===== config.mk =====
export PLATFORM = sky130hd
export DESIGN_NAME = pss_ctrl
export DESIGN_NICKNAME = d
export VERILOG_FILES = /design/src/common/pss_pkg.sv /design/src/core/pss_ctrl.sv /design/src/core/pss_burst_ctr.sv
export VERILOG_INCLUDE_DIRS = /design/src /design/src/common
export SDC_FILE = /design/constraint.sdc
export NUM_CORES = 1
export LEC_CHECK = 0
export BUFFER_PORTS_ARGS = -buffer_cell sky130_fd_sc_hd__clkbuf_2
export CORE_MARGIN = 1
export CORE_UTILIZATION = 35
export CTS_CLUSTER_DIAMETER = 60
export DETAILED_ROUTE_END_ITERATION = 16
export GPL_TIMING_DRIVEN = 1
export HOLD_SLACK_MARGIN = 0.12
export RECOVER_POWER = 50
export SLEW_MARGIN = 10
export SYNTH_ARGS = -nofsm -noshare
export SYNTH_HDL_FRONTEND = slang
export SYNTH_SLANG_ARGS = --single-unit
export TNS_END_PERCENT = 5

===== constraint.sdc =====
create_clock -name core_clk -period 1.68 [get_ports core_clk]
set_input_delay 0.504 -clock core_clk [delete_from_list [all_inputs] [get_ports core_clk]]
set_output_delay 0.504 -clock core_clk [all_outputs]
set_load 0.02 [all_outputs]

===== src/common/pss_params.svh =====
`ifndef PSS_PARAMS_SVH
`define PSS_PARAMS_SVH

// Array geometry: 128K words of four 9-bit lanes
`define PSS_ADDR_W 17
`define PSS_DEPTH 131072
`define PSS_DATA_W 36
`define PSS_LANES 4
`define PSS_LANE_W 9

// Burst counter width and the slice of the address it covers
`define PSS_BURST_W 2
`define PSS_HI_LSB 2

// Lane write patterns
`define PSS_ALL_LANES 4'hf
`define PSS_NO_LANES 4'h0

// Reset values
`define PSS_BURST_RST 2'h0
`define PSS_HI_RST 15'h0000
`define PSS_DATA_RST 36'h0_0000_0000

`endif


===== src/common/pss_pkg.sv =====
package pss_pkg;

    // Access state, Gray coded along deselect -> first -> burst
    typedef enum logic [1:0] {
        PSS_DESEL = 2'b00,
        PSS_FIRST = 2'b01,
        PSS_BURST = 2'b11
    } pss_state_e;

    typedef logic [1:0] pss_burst_t;

endpackage


===== src/core/pss_ctrl.sv =====
`timescale 1ns/1ps
`include "pss_params.svh"

// Function
// - Address captured only when a strobe is low and all selects active.
// - Two lowest address bits load a 2-bit wraparound burst counter.
// - Byte lane selects write their own lanes only while byte write gate low.
// - Global write low writes all lanes, ignoring lane selects and gate.
// - Burst advance low during a burst steps the burst counter.
// - Chip select one high makes the processor strobe ignored.
// - Select needs select one low, select two high, select three low.
// - Chip selects are evaluated only on cycles that load an address.
// - Output enable low drives data pins; high tri-states them.
// - First read cycle after deselect keeps outputs tri-stated.
// - Processor strobe with select one low captures address and burst start.
// - Controller strobe captures address and loads the burst start.
// - With both strobes low and select one low only the processor strobe is honoured.
// - Burst order strap: low linear, high interleaved, static.
// - Read data appears one clock after its address was registered.
// - Sleep input freezes activity and keeps stored state.
module pss_ctrl (
    // Clock and reset
    input wire logic core_clk,
    input wire logic rst_b,
    // Address and strobes
    input wire logic [`PSS_ADDR_W-1:0] addr_in,
    input wire logic processor_address_strobe_n,
    input wire logic controller_address_strobe_n,
    input wire logic burst_advance_n,
    // Chip selects
    input wire logic chip_select_one_n,
    input wire logic chip_select_two,
    input wire logic chip_select_three_n,
    // Write controls
    input wire logic global_write_n,
    input wire logic byte_write_gate_n,
    input wire logic [`PSS_LANES-1:0] byte_lane_select_n,
    // Static and asynchronous controls
    input wire logic burst_order_strap,
    input wire logic output_enable_n,
    input wire logic sleep_request,
    // Data pins, lane k is bits 9k+8..9k with its parity bit on top
    input wire logic [`PSS_DATA_W-1:0] dq_in,
    output logic [`PSS_DATA_W-1:0] dq_out_q,
    output logic dq_oe,
    // Storage array side
    output logic [`PSS_ADDR_W-1:0] core_addr,
    output logic [`PSS_LANES-1:0] core_lane_we_q,
    output logic [`PSS_DATA_W-1:0] core_wdata_q,
    input wire logic [`PSS_DATA_W-1:0] core_rdata,
    // Status
    output pss_pkg::pss_state_e access_state_q,
    output logic sleep_active_q
);
    import pss_pkg::*;

    logic [`PSS_ADDR_W-1:`PSS_HI_LSB] addr_hi_q;
    pss_burst_t burst_low_q;
    logic strap_done_q;
    logic interleave_q;
    logic read_q;
    logic drive_ok_q;
    logic proc_take;
    logic ctrl_take;
    logic load;
    logic selected;
    logic load_sel;
    logic active_edge;
    logic step;
    logic write_now;
    logic [`PSS_LANES-1:0] lanes_d;

    // Strobe decode; sleep blocks every load, burst step and write
    always_comb begin
        proc_take = !sleep_request && !processor_address_strobe_n
            && !chip_select_one_n;
        ctrl_take = !sleep_request && !controller_address_strobe_n
            && !proc_take;
        load = proc_take || ctrl_take;
        selected = !chip_select_one_n && chip_select_two
            && !chip_select_three_n;
        load_sel = load && selected;
        active_edge = load_sel || (!sleep_request && !load
            && access_state_q != PSS_DESEL);
        step = !sleep_request && !load && access_state_q != PSS_DESEL
            && !burst_advance_n;
    end

    // Lane enables: global write overrides gate and lane selects
    always_comb begin
        if (!global_write_n) begin
            lanes_d = `PSS_ALL_LANES;
        end else if (!byte_write_gate_n) begin
            lanes_d = ~byte_lane_select_n;
        end else begin
            lanes_d = `PSS_NO_LANES;
        end
        write_now = active_edge && (lanes_d != `PSS_NO_LANES);
    end

    // Strap caught once after reset release; later changes are ignored
    always_ff @(posedge core_clk or negedge rst_b) begin
        if (!rst_b) begin
            strap_done_q <= 1'b0;
            interleave_q <= 1'b1;
        end else if (!strap_done_q) begin
            strap_done_q <= 1'b1;
            interleave_q <= burst_order_strap;
        end
    end

    // Upper address register
    always_ff @(posedge core_clk or negedge rst_b) begin
        if (!rst_b) begin
            addr_hi_q <= `PSS_HI_RST;
        end else if (load_sel) begin
            addr_hi_q <= addr_in[`PSS_ADDR_W-1:`PSS_HI_LSB];
        end
    end

    // Low address bits walk the burst sequence
    pss_burst_ctr u_burst (
        .core_clk(core_clk),
        .rst_b(rst_b),
        .load(load_sel),
        .step(step),
        .interleave(interleave_q),
        .start(addr_in[`PSS_HI_LSB-1:0]),
        .burst_low_q(burst_low_q)
    );

    assign core_addr = {addr_hi_q, burst_low_q};

    // Access state; a load with an inactive select deselects the device
    always_ff @(posedge core_clk or negedge rst_b) begin
        if (!rst_b) begin
            access_state_q <= PSS_DESEL;
        end else if (load && !selected) begin
            access_state_q <= PSS_DESEL;
        end else if (load || !sleep_request) begin
            case (access_state_q)
                PSS_DESEL: begin
                    if (load) begin
                        access_state_q <= PSS_FIRST;
                    end
                end
                PSS_FIRST: begin
                    access_state_q <= PSS_BURST;
                end
                PSS_BURST: begin
                    access_state_q <= PSS_BURST;
                end
                default: begin
                    access_state_q <= PSS_DESEL;
                end
            endcase
        end
    end

    // Write strobes and data to the array, taken at the same edge
    always_ff @(posedge core_clk or negedge rst_b) begin
        if (!rst_b) begin
            core_lane_we_q <= `PSS_NO_LANES;
            core_wdata_q <= `PSS_DATA_RST;
        end else begin
            core_lane_we_q <= active_edge ? lanes_d : `PSS_NO_LANES;
            if (write_now) begin
                core_wdata_q <= dq_in;
            end
        end
    end

    // Read pipeline: one output register stage behind the address
    always_ff @(posedge core_clk or negedge rst_b) begin
        if (!rst_b) begin
            read_q <= 1'b0;
            dq_out_q <= `PSS_DATA_RST;
        end else begin
            read_q <= active_edge && !write_now;
            if (read_q) begin
                dq_out_q <= core_rdata;
            end
        end
    end

    // Drive permission; read_q is still low at the edge that opens the first cycle, so that
    // cycle stays masked, and a deselect edge drops drive at once
    always_ff @(posedge core_clk or negedge rst_b) begin
        if (!rst_b) begin
            drive_ok_q <= 1'b0;
        end else begin
            drive_ok_q <= read_q && !sleep_request
                && !(load && !selected);
        end
    end

    // Sleep indication
    always_ff @(posedge core_clk or negedge rst_b) begin
        if (!rst_b) begin
            sleep_active_q <= 1'b0;
        end else begin
            sleep_active_q <= sleep_request;
        end
    end

    // Output enable acts without the clock, so this one output is gated
    assign dq_oe = drive_ok_q && !output_enable_n;
endmodule // pss_ctrl


===== src/core/pss_burst_ctr.sv =====
`timescale 1ns/1ps
`include "pss_params.svh"

module pss_burst_ctr (
    // Clock and reset
    input wire logic core_clk,
    input wire logic rst_b,
    // Control
    input wire logic load,
    input wire logic step,
    input wire logic interleave,
    input wire pss_pkg::pss_burst_t start,
    // Burst address low bits
    output pss_pkg::pss_burst_t burst_low_q
);
    import pss_pkg::*;

    pss_burst_t start_q;
    pss_burst_t cnt_q;
    pss_burst_t cnt_d;
    pss_burst_t low_d;

    // Next step count and the address it maps to
    always_comb begin
        cnt_d = cnt_q + 2'h1;
        if (interleave) begin
            low_d = start_q ^ cnt_d;
        end else begin
            low_d = start_q + cnt_d;
        end
    end

    // Start value and step count; wraps inside the 4-word block
    always_ff @(posedge core_clk or negedge rst_b) begin
        if (!rst_b) begin
            start_q <= `PSS_BURST_RST;
            cnt_q <= `PSS_BURST_RST;
            burst_low_q <= `PSS_BURST_RST;
        end else if (load) begin
            start_q <= start;
            cnt_q <= `PSS_BURST_RST;
            burst_low_q <= start;
        end else if (step) begin
            cnt_q <= cnt_d;
            burst_low_q <= low_d;
        end
    end

endmodule // pss_burst_ctr


==> results of run 1 <==
-- metal layers --
metal | vias up | track usage (%)
li1 | 1380 | -
met4 | 0 | 7.20
met3 | 11 | 4.06
met1 | 1370 | 18.2
met5 | - | 0
met2 | 113 | 23.9
-- critical path, cell delays in order --
cell and delay (ns):
clkbuf_2 0.09, or3b_4 0.40, o32ai_4 0.16, nand2_4 0.11, buf_12 0.19, mux2_1 0.32
-- layout make-up --
| cell class | instances | area, sq um |
|---|---|---|
| Timing Repair Buffer | 216 | 1170 |
| Clock buffer | 14 | 264 |
| Tap cell | 143 | 179 |
| Multi-Input combinational cell | 165 | 1440 |
| Clock inverter | 2 | 37.5 |
| Sequential cell | 104 | 2600 |
| Fill cell | 1035 | 5720 |
| Inverter | 3 | 11.3 |
-- logic make-up (layout without fill, tap and decap cells) --
family	Yosys count	after routing	share of synthesized area, %
flops	104	104	63.2
mux	75	75	23.2
simple gates	69	69	7.51
compound gates	16	16	2.86
buf+inv	14	235	1.85
xor+xnor	3	3	0.972
fa+ha+maj	1	1	0.304
other cells	1	1	0.0911
-- registers in the layout, summed over array words and instances (netlist names), 2 cells and up --
name                 flops
core_wdata_q            36
dq_out_q                36
addr_hi_q               15
core_lane_we_q           4
access_state_q           2
u_burst.burst_low_q      2
u_burst.cnt_q            2
u_burst.start_q          2
-- synth_stat cells, types with 2 or more instances --
library cell  instances  area share, %
o21ai_0               7           0.85
mux2_1                4            1.1
mux2_4               30             11
xnor2_1               2           0.43
nor2b_1               3           0.46
inv_1                 3           0.27
mux2i_1               2           0.49
buf_6                 3           0.82
and2_1                5           0.76
nor2_1                3           0.27
nand2_1              53            4.8
clkbuf_1              7           0.64
a21oi_1               2           0.24
mux2_2               39             11
dfrtp_1             103             63
a31oi_1               2           0.30
-- report_power, final --
group / switching, W / total [W] / internal [W] / leakage [nW]
combinational: 0.00162 / 0.00295 / 0.00134 / 1.64
sequential: 0.000420 / 0.00369 / 0.00327 / 1.27
clock: 0.000858 / 0.00210 / 0.00124 / 0.143
total: 0.00289 / 0.00874 / 0.00584 / 3.05
-- per-stage QoR --
step / instance area [sq um] / setup WS, ns / hold WS [ns]
final: 5700 / 0.113 / 0.359
after floorplan: 4120 / -0.120 / 0.208
after detailed placement: 5420 / -0.246 / 0.395
after CTS: 5730 / 0.0489 / 0.338
after global routing: 5700 / 0.0604 / 0.355
after global placement: 5420 / -0.219 / 0.396
-- worst paths after layout --
check,slack [ns],to,depth (start not counted),startpoint
worst min-delay path,0.36,addr_hi_q[13]$_DFFE_PN0P_,3,addr_in[13]
worst max register to register,0.13,u_burst.burst_low_q[1]$_DFFE_PN0P_,6,u_burst.cnt_q[0]$_DFFE_PN0P_
min in group asynchronous,0.67,addr_hi_q[15]$_DFFE_PN0P_,2,rst_b
worst min register to register,0.47,addr_hi_q[8]$_DFFE_PN0P_,2,addr_hi_q[8]$_DFFE_PN0P_
max in group asynchronous,0.32,interleave_q$_DFFE_PN1N_,3,rst_b
worst max-delay path,0.11,core_wdata_q[0]$_DFFE_PN0P_,6,chip_select_one_n
-- what timing repair did --
action,CTS,global route
gates resized for setup,0,1
hold buffers,1,0
setup buffers,0,0
hold endpoints to repair,15,0
setup endpoints to repair,0,4
==> flow_summary.yaml, run 1 <==
yosys:
  yosysSeqAreaShare_pct: 63.2
  ys_seq_elements: 104
  synth_top_flop_cell: "dfrtp_1"
  yosysWarnings: 0
  async_reset_ff_share_pct: 100
  netlist_area_sq_um: 4120
  synth-edff-count: 0
  syn_avg_cell_area_sq_um: 14.6
  synth_cells: 283
  syn_nets: 390
  synth.distinct_cells: 31
worst_hold_path:
  hp-class: "in2reg"
timing:
  final_max_slew_viol_count: 0
  tightest_slew_ns: 0.775
  hold_viol_final: 0
  slew_headroom_pct: 48.4
  timing.setup.tns_ns: 0
  finalClockSkew_ns: 0.00794
  finalSetupViolations: 0
  fmax_mhz: 638
  min_period_over_period_pct: 93.3
  rsz0062_at_grt: "no"
  min_period_ns: 1.57
flow_run:
  drv_cap: 0
grt:
  first_global_vias: 2919
  gr-usage-all-layers_pct: 14.8
  grt_max_degree: 57
  grt_overflow_total: 0
  antenna_found_initial: 0
  grt_pass1_wl_um: 14400
floorplanning:
  core_sq_um: 11400
  die_h_um: 110
  start_util_pct: 36.1
  rows: 39
  io_pins: 203
  design.die.area_sq_um: 12200
  die_width_um: 110
detailed_routing:
  drc: 0
  topRoutingLayerUsed: "met4"
  route.met2.wl_um: 4260
  drtAntennaViolNets: 0
  wl_um: 8650
  viasPerCell: 4.44
  drtIter0Drc: 71
  drt-met1-wl_um: 3640
  route.met3.wl_um: 600
  avgRoutedWirePerCell_um: 13.4
  first_pass_iters: 4
  via_count: 2874
setup_path:
  critPathCaptureType: "flop"
  crit_type: "in2reg"
  worstPathRequired_ns: 1.89
  path_max_fanout: 22
  start_kind: "input pin"
  cp.arrival_ns: 1.78
layout:
  syn_to_final_growth_pct: 38.5
  drive_gt1_share_pct: 59.5
  final_common_cell: "clkbuf_2"
  final_cell_mix: "199 x clkbuf_2, 103 x dfrtp_1, 53 x nand2_1, 39 x mux2_2, 30 x mux2_4"
  finalNetCount: 606
  diodes: 0
  fin_util_pct: 49.9
  fin_cells: 647
power:
  power.leakage_nw: 3.05
  power_w: 0.00874
  ir_worst_vdd_uv: 702
  cellPowerDensity_nw_per_um2: 1530
placed_design:
  portBuffers: 202
  post-dp-hpwl_um: 6490
  dp_cells: 630
  place.gp.congestion: 0.737
clock_tree:
  htreeDepth: 3
  path_clk_slew_ns: 0.07
  cts_tree: "built"
  root_buffer: "clkbuf_16"
  cts_sinks: 104
  cts_made_buffers: 9
  clock_path_buffers: 2
  clk_latency_ns: 0.33
outcome:
  status: "finished clean"
Note: power is estimated with default switching activity, not from simulation.
==> inputs of run 2 (changes only) <==
- REMOVE_ABC_BUFFERS: default -> 1
==> run 2 against run 1 <==
Against the previous run: utilization rose by 0.16 points; critical path depth did not move; routed wire length fell by 3.1%; combinational power barely moved; cell count rose by 0.62%; worst setup slack got worse by 0.039 ns; global-route usage fell by 0.26 points.
==> flow_summary.yaml, run 2 (synthesized netlist as in run 1, its figures left out) <==
setup_path:
  worstPathRequired_ns: 1.89
  critPathMaxStageDelay_ns: 0.41
  path_cells: "clkbuf_1, or3b_4, o32ai_4, nand2_4, buf_4, mux2_4"
  critPathCaptureType: "flop"
  cp.arrival_ns: 1.82
  cp_num_buf_inv: 2
  crit_type: "in2reg"
  r2r.worst_path.cells: 5
  crit_start: "chip_select_one_n"
  start_kind: "input pin"
  path_max_fanout: 6
  crit_family: "simple AND/OR/NAND/NOR gates"
  cp.depth: 6
  critPathSlowestCell: "or3b_4"
  reg2reg_from: "access_state_q[1]$_DFFE_PN0P_"
clock_tree:
  cts_made_buffers: 9
  root_buffer: "clkbuf_16"
  ctsResizeCount: 0
  cts_sinks: 104
  htreeDepth: 3
  clk_latency_ns: 0.33
  path_clk_slew_ns: 0.06
  cts_tree: "built"
  clock_path_buffers: 2
timing:
  slew_headroom_pct: 58.4
  tightest_slew_ns: 0.624
  fmax_mhz: 622
  min_period_over_period_pct: 95.6
  final_max_slew_viol_count: 0
  hold_viol_final: 0
  layout_setup_ws_ns: 0.0732
  finalClockSkew_ns: 0.00634
  finalSetupViolations: 0
  rsz0062_at_grt: "no"
  min_period_ns: 1.61
detailed_routing:
  drtIter0Drc: 92
  viasPerCell: 4.43
  via_count: 2887
  avgRoutedWirePerCell_um: 12.9
  drtAntennaViolNets: 0
  wl_um: 8380
  first_pass_iters: 4
  drc: 0
layout:
  fillerInstances: 1024
  drive_gt1_share_pct: 59.6
  final_common_cell: "clkbuf_2"
  largestRegisters: "core_wdata_q: 36 flops, dq_out_q: 36 flops, addr_hi_q: 15 flops"
  diodes: 0
  finalNetCount: 611
  syn_to_final_growth_pct: 39.0
  final_cell_mix: "198 x clkbuf_2, 103 x dfrtp_1, 53 x nand2_1, 39 x mux2_2, 30 x mux2_4"
  fin_cells: 651
  final-seq-area_sq_um: 2600
  multi_input_area_sq_um: 1440
floorplanning:
  io_pins: 203
  design.die.area_sq_um: 12200
  core_sq_um: 11400
  die_h_um: 110
  die_width_um: 110
  rows: 39
  start_util_pct: 36.1
placed_design:
  portBuffers: 202
  post-dp-hpwl_um: 6500
  post-place-ws_ns: -0.324
  dp_cells: 635
  place.gp.congestion: 0.760
grt:
  grt_pass1_wl_um: 14300
  gr-usage-all-layers_pct: 14.5
  grt_overflow_total: 0
  first_global_vias: 3063
  antenna_found_initial: 0
  grt_max_degree: 47
power:
  combPwrFrac_pct: 33.2
  cellPowerDensity_nw_per_um2: 1550
  power.internal_w: 0.00598
  p_seq_share_pct: 41.8
  power_w: 0.00885
  power.leakage_nw: 3.07
  ir_worst_vdd_uv: 664
  pwr-share-clk_pct: 25.0
  swShare_pct: 32.4
  p_sw_w: 0.00286
outcome:
  status: "finished clean"
worst_hold_path:
  min_path_cells: 3
  hold_start: "addr_in[10]"
  hp-class: "in2reg"
flow_run:
  drv_cap: 0
-- run 2: final timing paths --
check / slack, ns / end
setup reg to reg: 0.12 / core_wdata_q[28]$_DFFE_PN0P_
min in group asynchronous: 0.56 / dq_out_q[33]$_DFFE_PN0P_
setup / recovery: 0.07 / core_wdata_q[28]$_DFFE_PN0P_
hold reg to reg: 0.48 / addr_hi_q[11]$_DFFE_PN0P_
max in group asynchronous: 0.23 / core_wdata_q[23]$_DFFE_PN0P_
hold / removal: 0.36 / addr_hi_q[10]$_DFFE_PN0P_
-- run 2: per-stage QoR --
stage | util (%) | instance area, sq um | hold WS, ns | setup TNS, ns
6_report | 50.1 | 5720 | 0.356 | 0
5_1_grt | 50.1 | 5720 | 0.354 | 0
3_3_place_gp | 47.7 | 5440 | 0.385 | -13.56
2_1_floorplan | - | 4050 | 0.208 | -14.42
4_1_cts | 50.6 | 5770 | 0.347 | 0
3_5_place_dp | 47.7 | 5440 | 0.386 | -14.71
-- run 2: power groups by stage --
stage | Sequential (W) | Clock [W] | Combinational [W]
after floorplan | 0.00461 | 0 | 0.000955
after global placement | 0.00373 | 0 | 0.00295
after detailed placement | 0.00374 | 0 | 0.00301
after CTS | 0.00371 | 0.00229 | 0.00301
after global routing | 0.00380 | 0.00239 | 0.00316
final | 0.00370 | 0.00221 | 0.00294
-- run 2: final cells by class --
cell class,count,share of cell area [%]
Clock buffer,12,4.48
Multi-Input combinational cell,165,25.1
Tap cell,143,3.13
Inverter,3,0.197
Timing Repair Buffer,221,20.4
Clock inverter,3,1.14
Sequential cell,104,45.5
-- run 2: tightest hold or removal path: cells and delay by family --
family / cells / cell delay, ns
buffers and inverters: 1 / 0.07
AND/OR/NAND/NOR: 2 / 0.08
-- run 2: repair_timing --
item                       4_1_cts  5_1_grt
hold endpoints to repair        14        0
setup endpoints to repair        0       10
buffers inserted                 0        0
hold buffers                     1        0
-- run 2: metal layers --
| layer | share of wire (%) | track usage, % | up-vias | routed length (um) |
|---|---|---|---|---|
| met5 | 0 | 0 | - | 0 |
| met4 | 1.1 | 5.78 | 0 | 96 |
| met3 | 6.9 | 3.84 | 8 | 582 |
| met2 | 47 | 23.1 | 125 | 3950 |
| met1 | 45 | 18.9 | 1365 | 3750 |
| li1 | - | - | 1389 | - |
